===== src/hw/aofr_top.sv =====
`default_nettype none

// ==========================================================
// shared constants
// ==========================================================
package aofr_pkg;
	localparam int unsigned AOFR_CODE_W = 12;
	// the core hands over signed counts about mid-scale; spare bits let it show clamping
	localparam int unsigned AOFR_IN_W = 14;
	localparam int unsigned AOFR_LATENCY = 3;
	localparam logic [11:0] AOFR_CODE_ZERO = 12'h000;
	localparam logic [11:0] AOFR_CODE_MID = 12'h800;
	localparam logic [11:0] AOFR_CODE_FULL = 12'hfff;
	localparam logic signed [13:0] AOFR_IN_MIN = -14'sd2048;
	localparam logic signed [13:0] AOFR_IN_MAX = 14'sd2047;
	localparam logic [11:0] AOFR_RST_CODE = 12'h000;

	// returns {out_of_range, straight binary code}
	function automatic logic [12:0] aofr_encode(input logic signed [13:0] x);
		logic [13:0] biased;
		biased = 14'(x - AOFR_IN_MIN);
		if (x < AOFR_IN_MIN)
			aofr_encode = {1'b1, AOFR_CODE_ZERO};
		else if (x > AOFR_IN_MAX)
			aofr_encode = {1'b1, AOFR_CODE_FULL};
		else
			aofr_encode = {1'b0, biased[11:0]};
	endfunction
endpackage

// Summary of operation
// - every result leaves as positive-true straight binary, any input range
// - minus reference gives 000, zero gives 800, top-minus-one gives FFF, flag low
// - input below minus reference gives all zeros with flag high
// - input at or above plus reference gives all ones with flag high
// - flag and word of one sample share the same pipeline delay
// - flag low for in-range samples, high for samples beyond range
// - flag stays high until an in-range conversion completes
// - internal timing uses both rising and falling converter clock edges
module aofr_top
	import aofr_pkg::*;
#(
	parameter int unsigned LATENCY = AOFR_LATENCY
)
(
	input wire logic i_mclk,
	input wire logic i_resetn,
	input wire logic i_conv_clk,
	input wire logic signed [AOFR_IN_W-1:0] i_core_code,
	output logic [AOFR_CODE_W-1:0] o_data,
	output logic o_out_of_range_flag,
	output logic o_data_valid
);
	typedef struct packed
	{
		logic [LATENCY-1:0][AOFR_CODE_W-1:0] pipe_code;
		logic [LATENCY-1:0] pipe_flag;
		logic [AOFR_CODE_W-1:0] data;
		logic flag;
		logic valid;
	} aofr_state_t;

	aofr_state_t st_r;
	aofr_state_t st_nxt;
	logic conv_rise;
	logic conv_fall;
	logic [12:0] enc;

	// ==========================================================
	// converter clock edges
	// ==========================================================
	// the pin clock is retimed onto i_mclk; a sample clock derived elsewhere
	// should already be retimed by its source else jitter lands here
	aofr_clk_edge u_edge
	(
		.i_mclk(i_mclk),
		.i_resetn(i_resetn),
		.i_pin(i_conv_clk),
		.o_rise(conv_rise),
		.o_fall(conv_fall)
	);

	// ==========================================================
	// encode, pipeline and output stage
	// ==========================================================
	// straight binary
	assign enc = aofr_encode(i_core_code);

	always_comb
	begin
		st_nxt = st_r;
		// the valid pulse lasts one cycle; a rise and a fall never share a cycle
		st_nxt.valid = 1'b0;
		if (conv_rise)
		begin
			st_nxt.pipe_code[0] = enc[11:0];
			st_nxt.pipe_flag[0] = enc[12];
			for (int i = 1; i < LATENCY; i++)
			begin
				st_nxt.pipe_code[i] = st_r.pipe_code[i-1];
				st_nxt.pipe_flag[i] = st_r.pipe_flag[i-1];
			end
		end
		if (conv_fall)
		begin
			st_nxt.data = st_r.pipe_code[LATENCY-1];
			st_nxt.flag = st_r.pipe_flag[LATENCY-1];
			st_nxt.valid = 1'b1;
		end
	end

	always_ff @(posedge i_mclk)
	begin
		if (!i_resetn)
		begin
			st_r <= '0;
			st_r.data <= AOFR_RST_CODE;
		end
		else
			st_r <= st_nxt;
	end

	assign o_data = st_r.data;
	assign o_out_of_range_flag = st_r.flag;
	assign o_data_valid = st_r.valid;
endmodule

`default_nettype wire


===== src/hw/aofr_clk_edge.sv =====
`default_nettype none

// ==========================================================
// converter clock pin: synchroniser and edge pulses
// ==========================================================
module aofr_clk_edge
(
	input wire logic i_mclk,
	input wire logic i_resetn,
	input wire logic i_pin,
	output logic o_rise,
	output logic o_fall
);
	typedef struct packed
	{
		logic meta;
		logic sync;
		logic prev;
	} aofr_edge_t;

	aofr_edge_t st_r;
	aofr_edge_t st_nxt;

	always_comb
	begin
		st_nxt = st_r;
		// the first stage feeds only the second stage
		st_nxt.meta = i_pin;
		st_nxt.sync = st_r.meta;
		st_nxt.prev = st_r.sync;
	end

	always_ff @(posedge i_mclk)
	begin
		if (!i_resetn)
			st_r <= '0;
		else
			st_r <= st_nxt;
	end

	assign o_rise = st_r.sync & ~st_r.prev;
	assign o_fall = ~st_r.sync & st_r.prev;
endmodule

`default_nettype wire


===== config.mk =====
export PLATFORM = sky130hd
export DESIGN_NAME = aofr_top
export DESIGN_NICKNAME = d
export VERILOG_FILES = /design/src/hw/aofr_top.sv /design/src/hw/aofr_clk_edge.sv
export SDC_FILE = /design/constraint.sdc
export NUM_CORES = 1
export LEC_CHECK = 0
export BUFFER_PORTS_ARGS = -buffer_cell sky130_fd_sc_hd__buf_4
export CAP_MARGIN = 20
export CORE_MARGIN = 4
export CORE_UTILIZATION = 61
export DETAILED_ROUTE_END_ITERATION = 8
export PLACE_DENSITY = 0.84
export SLEW_MARGIN = 20
export SYNTH_ARGS = -nofsm -noshare
export SYNTH_HDL_FRONTEND = slang
export SYNTH_HIERARCHICAL = 1
export SYNTH_SLANG_ARGS = --single-unit

===== constraint.sdc =====
create_clock -name i_mclk -period 3.9 [get_ports i_mclk]
set_clock_uncertainty 0.1 [all_clocks]
set_input_delay 0.78 -clock i_mclk [delete_from_list [all_inputs] [get_ports i_mclk]]
set_output_delay 0.78 -clock i_mclk [all_outputs]
set_load 0.05 [all_outputs]

== Word level (Yosys, flattened, before mapping) ==
Index checks and enable logic that the tools add are counted.
Storage, ports and cells
  flip-flop bits (word level): 56
  bits in latches: 0
  memory bits (writable): 0
  bits in read-only memories: 0
  input port bits: 17
  output and inout port bits: 14
  word-level logic and storage cells: 20
  memories kept: 0
Operators by class
  add/subtract/negate cells: 1
  multipliers: 0
  div/mod/pow operators: 0
  order comparisons: 2
  equality and inequality tests: 0
  shift-type cells: 0
  multiplexer cells: 3
  bitwise gates (word level): 4
  reductions and logical operators: 0
Operators by type and width (count)
  13-bit two-way mux: 2
  14-bit by 12-bit greater-than comparator with 1-bit output, second input constant: 1
  14-bit by 12-bit < comparator with 1-bit output, second input constant: 1
  12-bit subtractor, second input constant: 1
  1-bit AND: 2
  1-bit NOT: 2
  1-bit two-way mux: 1

== Depth between registers and ports, before layout ==
Gate-level depths: netlist of the first run.
  depth in word-level cells: 3
  mapped depth: 5
  mapped depth without buffers: 3

== Hierarchy ==
The synthesis of the first run kept the hierarchy.
Modules (own cells, without submodules)
  aofr_top: times used 1, cells an instance 198, area each 2307.2 µm², seq. area each 1061.0 µm²
  aofr_clk_edge: times used 1, cells an instance 8, area each 91.3 µm², seq. area each 60.1 µm²

== Worst setup path before layout of the first run ==
Ideal clock, no wire load.
  path type: input -> register
  from: input i_core_code[12]
  to: register st_r[14] in the netlist's numbering
  setup time: 0.119 ns
  data arrival time: 1.344 ns
  data required time: 3.681 ns
  slack: 2.338 ns
  stages: 3
  buffers on the path: 1
  path through: o21ba_4 -> buf_12 -> o221a_2
On the way
  longest elaborated chain between the ends: 3
  elaborated cells on any way between the ends: 4
  those cells by class: order compare (2); mux (2)
RTL lines
  from (decl): RTL line aofr_top.sv:49  | input wire logic signed [AOFR_IN_W-1:0] i_core_code,
  14-bit by 12-bit greater-than comparator with 1-bit output: RTL line aofr_top.sv:24  | else if (x > AOFR_IN_MAX)
  13-bit two-way mux: RTL line aofr_top.sv:24
  13-bit two-way mux *: RTL line aofr_top.sv:22  | if (x < AOFR_IN_MIN)
  to (signal assigned): RTL line aofr_top.sv:120  | st_r <= st_nxt;
  to (decl): RTL line aofr_top.sv:63  | aofr_state_t st_r;
Mark *: on every way between the ends. The rest lies on a longest branch, timed or not.
A chain may end at the register's enable or synchronous reset.

== Final worst setup path of the first run ==
  from: register u_edge.st_r, in the netlist u_edge/st_nxt[0]
  to: register st_r[51] in the netlist's numbering
On the way
  longest elaborated chain between the ends: 1
RTL lines
  from (decl): RTL line aofr_clk_edge.sv:21  | aofr_edge_t st_r;
  from (signal assigned): RTL line aofr_clk_edge.sv:38  | st_r <= st_nxt;
  1-bit AND: RTL line aofr_clk_edge.sv:41  | assign o_rise = st_r.sync & ~st_r.prev;
  via conv_rise: RTL line aofr_top.sv:65  | logic conv_rise;
The timed path passes the listed nets, and every way through them passes these cells.

==> impl_metrics.tcl, run 1 <==
set metrics [dict create \
    cts_hold_buf 0 \
    final_util_pct 68.6 \
    synth_compound_area_share_pct 12.5 \
    synth_nets 223 \
    core_mm2 0.00374 \
    setup.worst_path.end_class "flip-flop" \
    grt_pass1_wl_um 6200 \
    synth-simple-area-share_pct 14.9 \
    io_buffers 30 \
    powerDensity_mw_per_mm2 375 \
    fp.dieH_um 70.7 \
    ant_nets 0 \
    cts_buffer_depth 2 \
    vias 1359 \
    track_usage_pct 15.6 \
    worst_slack_ps 1830 \
    crit_chain "nor2b_4 > buf_4 > mux2i_1 > nor2b_1" \
    die_x_um 70.7 \
    place_congestion 0.681 \
    crit_family "simple AND/OR/NAND/NOR gates" \
    hold_class "reg -> reg" \
    fin_cells 267 \
    synth_area_leaders "dfxtp_1 (47%), mux2i_1 (16%), nor2b_1 (11%)" \
    peakVddDrop_uv 268 \
    crit_start "u_edge/st_nxt[0]$_SDFF_PN0_" \
    io_pins 31 \
    cp.required_ps 4000 \
    grt_max_degree 57 \
    grt_antenna_before_repair 0 \
    finalHoldViolations 0 \
    drv_cap 0 \
    drv_slew 0 \
    first_pass_iters 4 \
    seq_area_frac_synth_pct 46.7 \
    insertion_delay_ps 310 \
    ctsResizeCount 0 \
    synth_top_cell_area_share_pct 46.7 \
    rows 22 \
    drc 0 \
    grt_overflow 0 \
    final_nets 235 \
    routed_wl_um 3650 \
    status "finished clean" \
    power_uw 965 \
    dieArea_mm2 0.00500 \
    synth.mux.area_fraction_pct 16.3 \
    post_cts_buffers 0 \
    synth-adder-area-share_pct 0 \
    fin_tns_setup_ps 0 \
    rsz0062_at_grt "false" \
    yosys_warnings 6 \
    fill_cells 307 \
    synth_top_family_by_area "multiplexers" \
    arrival_ps 2170 \
    ys_async_sr_fraction_pct 0 \
    numCtsBuffers 5 \
    cp_slowest_cell "nor2b_4" \
    synthCells 206 \
    total_leakage_power_nw 0.897 \
    reg2reg_from "u_edge/st_nxt[0]$_SDFF_PN0_" \
    synth_xor_area_share_pct 0 \
    period_needed_ps 2070 \
    criticalPathCategory "reg -> reg" \
    synth_edf_count 0 \
    seq_area_mm2 0.00112 \
    fin_crit_sh_pct 53.1 \
    initialDrtViolationCount 84 \
    multi_input_comb_area_mm2 0.00106 \
    num_antenna_cells 0 \
    grt_pass1_vias 1368 \
    drive_gt1_share_pct 29.2 \
    synthFlopType "dfxtp_1" \
    slowest_delay_ps 750 \
    routedWlPerCell_um 13.7 \
    vias_per_cell 5.09 \
    synth_seq_cells 56 \
    dp_hpwl_um 2480 \
    initial_core_util_pct 64.1 \
    numClockSinks 56 \
    synth.most_common_cell "dfxtp_1" \
    hold_start "u_edge/st_nxt[1]$_SDFF_PN0_" \
    htreeDepth 2 \
    finalSetupViolations 0 \
    synth_top_cell_by_area "dfxtp_1" \
    path_buf_inv 1 \
    relSlewSlack_pct 40.4 \
    dp.cells 259 \
    worstMarginPinSlew_ps 892 \
    ys_top_cells_by_count "dfxtp_1 (56), nor2b_1 (41), mux2i_1 (39)" \
    yosysUniqueCellTypes 20 \
    fmax_mhz 483 \
    root_buffer "clkbuf_8" \
    reg2reg_slack_ps 1830 \
    cts_tree "built" \
    cp_max_fo 31 \
    cp-start-kind "flip-flop" \
    dp_slack_ps 1840 \
    synth_area_mm2 0.00240 \
    synthToLayoutAreaGrowth_pct 7.15 \
    synth.avg_cell_area_um2 11.6 \
    path_clk_slew_ps 90 \
]
[worst register-to-register path, cell delays in order, from the launching register on]
cell and delay [ps]:
dfxtp_1 360, nor2b_4 750, buf_4 430, mux2i_1 270, nor2b_1 70
[final cells by class]
type / instances / area share [%]
multi-input combinational: 123 / 41.1
sequential: 56 / 43.6
clock inverter: 2 / 0.389
clock buffer: 6 / 3.21
tap: 48 / 2.34
timing repair buffer: 32 / 9.35
[per-stage QoR]
step / hold slack [ps] / cell area [um^2]
finish: 345 / 2570
CTS: 346 / 2570
detailed placement: 325 / 2480
global route: 362 / 2570
floorplan: 312 / 2400
global placement: 318 / 2480
[routing by layer]
layer  vias up  track usage (%)  routed length [um]
li1        702                -                   -
met1       631             18.6                1600
met2        20             26.4                1840
met3         6             4.97                 149
met4         0             5.64                  59
met5         -                0                   0
[power breakdown]
part | internal, mW | switching, mW | total (mW) | leakage (nW)
clock | 0.142 | 0.172 | 0.314 | 0.0510
sequential | 0.579 | 0.00387 | 0.582 | 0.452
combinational | 0.0353 | 0.0326 | 0.0679 | 0.394
[path summary, 6_finish.rpt]
check	endpoint	cells past startpoint
max	st_r[51]$_SDFFE_PN0P_	4
min	u_edge/st_nxt[0]$_SDFF_PN0_	1
max reg2reg	st_r[51]$_SDFFE_PN0P_	4
min reg2reg	u_edge/st_nxt[0]$_SDFF_PN0_	1
[placed cells by master, fill, tap and decap left out]
cell      instances
nand2b_1         11
a21boi_2         10
and2_1            4
nor2b_1          40
nand2_1           2
a21boi_0          1
clkbuf_8          6
o211a_1           1
dfxtp_1          56
nor2b_4           1
o221a_2           1
mux2i_1          39
clkinv_2          2
o211ai_1          1
o211ai_2         10
buf_4            32
o21ba_4           1
a21bo_2           1
[flip-flops by register name, summed over array words and instances (netlist names)]
signal	count
o_data	12
u_edge/st_nxt	2
u_edge/st_r	1
st_r	39
o_out_of_range_flag	1
o_data_valid	1
[cell families after synthesis]
kind of cell / after synthesis
mux: 39
compound gates: 26
flops: 56
simple gates: 58
buf+inv: 27
Power figures use the tool's default switching activity.
==> inputs of run 2 (changes only) <==
- CORE_UTILIZATION: 61 -> 56
- PLACE_DENSITY: 0.84 -> 0.78
- clock period: 3.9 -> 2.1 ns (I/O delays scaled with it)
==> run 2 against run 1 <==
First-iteration DRC count is 50% lower. Wire length is 2.0% higher. Total power is 95% higher. Sequential cell count stayed put. Setup slack worse by 1300 ps. Highest routed layer unchanged.
==> impl_metrics.tcl, run 2 (same netlist as run 1, synthesis figures left out) <==
set metrics [dict create \
    drc 0 \
    track_usage_pct 14.4 \
    grt_pass1_vias 1338 \
    top_register "st_r" \
    core_mm2 0.00406 \
    ant_nets 0 \
    grt_antenna_before_repair 0 \
    finalHoldViolations 0 \
    first_pass_iters 4 \
    place_congestion 0.705 \
    num_antenna_cells 0 \
    cp.required_ps 2190 \
    criticalPathCategory "reg -> reg" \
    multi_input_comb_area_mm2 0.00106 \
    status "finished clean" \
    io_pins 31 \
    final_nets 236 \
    cts_hold_buf 0 \
    insertion_delay_ps 300 \
    finalSetupViolations 0 \
    final_util_pct 64.3 \
    setup.worst_path.end_class "flip-flop" \
    arrival_ps 1650 \
    grt-busiest-layer "met2" \
    hold_ws_ps 224 \
    routedWlPerCell_um 13.8 \
    cp_max_fo 15 \
    power_frac_comb_pct 6.8 \
    worstMarginPinSlew_ps 395 \
    routed_wl_um 3720 \
    gr-usage-met3_pct 4.24 \
    root_buffer "clkbuf_8" \
    relSlewSlack_pct 73.7 \
    seq_area_mm2 0.00112 \
    largest_register_ffs 39 \
    mostFrequentLayoutCells "dfxtp_1 (56), mux2i_1 (39), nor2b_1 (39), buf_4 (32), nand2b_1 (11)" \
    rows 23 \
    crit_chain "nor2b_4 > buf_4 > mux2i_1 > nor2b_1" \
    p_int_mw 1.50 \
    grt_pass1_wl_um 6090 \
    grt_overflow 0 \
    cts_buffer_depth 2 \
    fp.dieH_um 73.4 \
    dieArea_mm2 0.00539 \
    drv_slew 0 \
    hold_class "in -> reg" \
    period_needed_ps 1560 \
    use_met2_pct 24.8 \
    fill_cells 332 \
    power_mw 1.88 \
    p_switching_uw 385 \
    die_x_um 73.4 \
    fin_tns_setup_ps 0 \
    cp-start-kind "flip-flop" \
    grt_max_degree 57 \
    htreeDepth 2 \
    cp_slowest_cell "nor2b_4" \
    synthToLayoutAreaGrowth_pct 8.82 \
    slowest_delay_ps 370 \
    numClockSinks 56 \
    switching_share_pct 20.5 \
    initial_core_util_pct 59.1 \
    fin_crit_sh_pct 74.1 \
    drive_gt1_share_pct 29.5 \
    peakVddDrop_uv 416 \
    dp_hpwl_um 2580 \
    vias 1367 \
    powerDensity_mw_per_mm2 721 \
    use_met1_pct 17.6 \
    ctsResizeCount 0 \
    rsz0062_at_grt "false" \
    place_area_mm2 0.00250 \
    power.share.clock_pct 35.7 \
    final_area_mm2 0.00261 \
    initialDrtViolationCount 42 \
    drv_cap 0 \
    post_cts_buffers 0 \
    cts_tree "built" \
    seqPwrFrac_pct 57.5 \
    numCtsBuffers 5 \
    vias_per_cell 5.06 \
    io_buffers 30 \
    final_common_cell "dfxtp_1" \
    fmax_mhz 643 \
    path_clk_slew_ps 90 \
    total_leakage_power_nw 0.910 \
]
-- run 2: changes by cell type in the layout (fill, tap and decap cells not counted) --
cell       previous run  this run
bufinv_16             0         1
buf_12                0         1
nor2b_2               0         1
clkbuf_8              6         5
clkbuf_1              0         1
clkinv_2              2         1
nor2b_1              40        39
-- run 2: final timing paths --
kind,slack [ps],to,start,cells past startpoint
setup / recovery,540,st_r[38]$_SDFFE_PN0P_,u_edge/st_nxt[0]$_SDFF_PN0_,4
hold / removal,220,u_edge/st_nxt[1]$_SDFF_PN0_,i_conv_clk,2
setup reg to reg,540,st_r[38]$_SDFFE_PN0P_,u_edge/st_nxt[0]$_SDFF_PN0_,4
hold reg to reg,340,u_edge/st_nxt[0]$_SDFF_PN0_,u_edge/st_nxt[1]$_SDFF_PN0_,1
-- run 2: power groups by stage --
stage | clock, mW | combinational, mW | sequential [mW]
global route | 0.732 | 0.138 | 1.08
floorplan | 0 | 0.103 | 1.11
global placement | 0 | 0.127 | 1.11
detailed placement | 0 | 0.128 | 1.11
finish | 0.671 | 0.128 | 1.08
CTS | 0.688 | 0.129 | 1.08
-- run 2: critical path, delay by kind of cell, from the launching register on --
kind                   cells  cell delay [ps]
buffers and inverters      1              300
DFF                        1              360
muxes                      1              230
and+or+nand+nor            2              450
-- run 2: layout make-up --
cell class                 instances  share of cell area, %
clock buffer                       6                   2.78
clock inverter                     2                   1.34
multi-input combinational        123                   40.6
sequential                        56                   43.0
timing repair buffer              33                   9.97
tap                               50                   2.40
-- run 2: metrics by stage --
step | instances | setup slack, ps
after floorplan | 206 | 860
after global placement | 262 | 622
after detailed placement | 262 | 589
after CTS | 270 | 550
after global routing | 270 | 452
final | 270 | 544
-- run 2: metal layers --
metal | wire length [um] | up-vias
li1 | - | 702
met2 | 1870 | 22
met1 | 1650 | 638
met4 | 41 | 0
met3 | 157 | 5
met5 | 0 | -
==> inputs of run 3 (changes only) <==
- CORE_UTILIZATION: 56 -> 51
- PLACE_DENSITY: 0.78 -> 0.75
- clock period: 2.1 -> 1.3 ns (I/O delays scaled with it)
==> run 3 against run 2 <==
Setup slack got worse by 520 ps. Global-route usage decreased by 0.67 points. Sequential share of layout area down 2.5 points. Worst hold slack got worse by 170 ps. Critical endpoint is now st_r[16]$_SDFFE_PN0P_. Clock-buffer cell count down 1. Clock power grew 73%. Wire length rose by 3.6%. Sequential power increased by 62%. Total power is 68% higher.
==> impl_metrics.tcl, run 3 (same netlist as run 1, synthesis figures left out) <==
set metrics [dict create \
    grt_max_degree 27 \
    drive_gt1_share_pct 33.9 \
    rows 24 \
    drv_slew 0 \
    cts_tree "built" \
    largest_register_ffs 39 \
    path_buf_inv 2 \
    final_common_cell "dfxtp_1" \
    power_mw 3.16 \
    final_util_pct 62.5 \
    grt_antenna_before_repair 0 \
    top_register "st_r" \
    io_buffers 30 \
    insertion_delay_ps 310 \
    fill_cells 377 \
    final_nets 246 \
    relSlewSlack_pct 84.2 \
    cp.required_ps 1410 \
    grt_overflow 0 \
    grt_pass1_wl_um 6640 \
    cts_hold_buf 0 \
    root_buffer "clkbuf_8" \
    fp.dieH_um 76.6 \
    period_needed_ps 1280 \
    cp_slowest_cell "dfxtp_2" \
    io_pins 31 \
    grt_pass1_vias 1393 \
    num_antenna_cells 0 \
    worst_slack_ps 20.6 \
    fin_crit_sh_pct 98.4 \
    criticalPathCategory "reg -> reg" \
    cts_buffer_depth 2 \
    total_leakage_power_nw 0.985 \
    place_congestion 0.704 \
    setup.worst_path.end_class "flip-flop" \
    drc 0 \
    crit_chain "nor2b_4 > buf_12 > buf_12 > mux2i_1 > nor2b_1" \
    cp-start-kind "flip-flop" \
    fmax_mhz 782 \
    cp_max_fo 9 \
    rsz0062_at_grt "true" \
    finalSetupViolations 0 \
    die_x_um 76.6 \
    drv_cap 0 \
    routedWlPerCell_um 13.7 \
    crit_family "flip-flops" \
    dieArea_mm2 0.00586 \
    status "finished clean" \
    hold_class "in -> reg" \
    slowest_delay_ps 340 \
    numClockSinks 56 \
    peakVddDrop_uv 657 \
    track_usage_pct 13.8 \
    worstMarginPinSlew_ps 237 \
    initialDrtViolationCount 83 \
    mostFrequentLayoutCells "dfxtp_1 (54), mux2i_1 (39), nor2b_1 (39), buf_4 (35), nand2b_1 (11)" \
    vias_per_cell 5.01 \
    initial_core_util_pct 54.0 \
    vias 1412 \
    path_clk_slew_ps 100 \
    dp_slack_ps -3.39 \
    routed_wl_um 3850 \
    dp_hpwl_um 2610 \
    synthToLayoutAreaGrowth_pct 15.8 \
    htreeDepth 2 \
    crit_top_cell "buf_12" \
    arrival_ps 1390 \
    first_pass_iters 3 \
    powerDensity_mw_per_mm2 1140 \
    ant_nets 0 \
    core_mm2 0.00444 \
    finalHoldViolations 0 \
    numCtsBuffers 5 \
]
[run 3: changes by cell type in the layout (fill, tap and decap cells not counted), moves of 2 or more]
cell     change
buf_6        +2
dfxtp_1      -2
dfxtp_2      +2
buf_12       +4
buf_4        +3
[run 3: where the power goes]
group / leakage (nW) / switching (mW) / total, mW / internal (mW)
registers: 0.453 / 0.0124 / 1.75 / 1.74
logic: 0.477 / 0.109 / 0.255 / 0.146
clock network: 0.0548 / 0.576 / 1.16 / 0.581
total: 0.985 / 0.697 / 3.16 / 2.46
[run 3: path summary, 6_finish.rpt]
check | from | endpoint | slack (ps) | depth (start not counted)
setup reg to reg | u_edge/st_nxt[0]$_SDFF_PN0_ | st_r[16]$_SDFFE_PN0P_ | 20 | 5
hold reg to reg | u_edge/st_nxt[1]$_SDFF_PN0_ | u_edge/st_nxt[0]$_SDFF_PN0_ | 350 | 1
setup / recovery | u_edge/st_nxt[0]$_SDFF_PN0_ | st_r[16]$_SDFFE_PN0P_ | 20 | 5
hold / removal | i_conv_clk | u_edge/st_nxt[1]$_SDFF_PN0_ | 50 | 2
[run 3: layout make-up]
type / count / area, um^2 / share of cell area, %
timing repair buffer: 43 / 410 / 14.8
multi-input combinational: 123 / 1060 / 38.3
clock inverter: 3 / 46.3 / 1.67
clock buffer: 5 / 68.8 / 2.48
sequential: 56 / 1120 / 40.5
tap: 52 / 65.1 / 2.34
[run 3: timing repair]
action                                  4_1_cts  5_1_grt
endpoints found under the setup margin        3       46
cloned                                        0        1
gates resized for setup                       2        4
setup buffers                                 1        2
[run 3: through the flow]
stage                     cell area [um^2]  setup TNS [ps]  hold slack [ps]  std cells
final                                 2780               0             51.3        282
after detailed placement              2580           -3.39              335        270
after floorplan                       2400               0              282        206
after CTS                             2720               0             41.4        279
after global placement                2580               0              343        270
after global routing                  2780            -413             38.1        282
[run 3: metal layers]
metal  vias up  track usage [%]  wire [um]
met2        24             20.0       1730
met1       657             19.0       1890
li1        723                -          -
met5         -                0          0
met4         0             5.98         69
met3         8             3.78        160
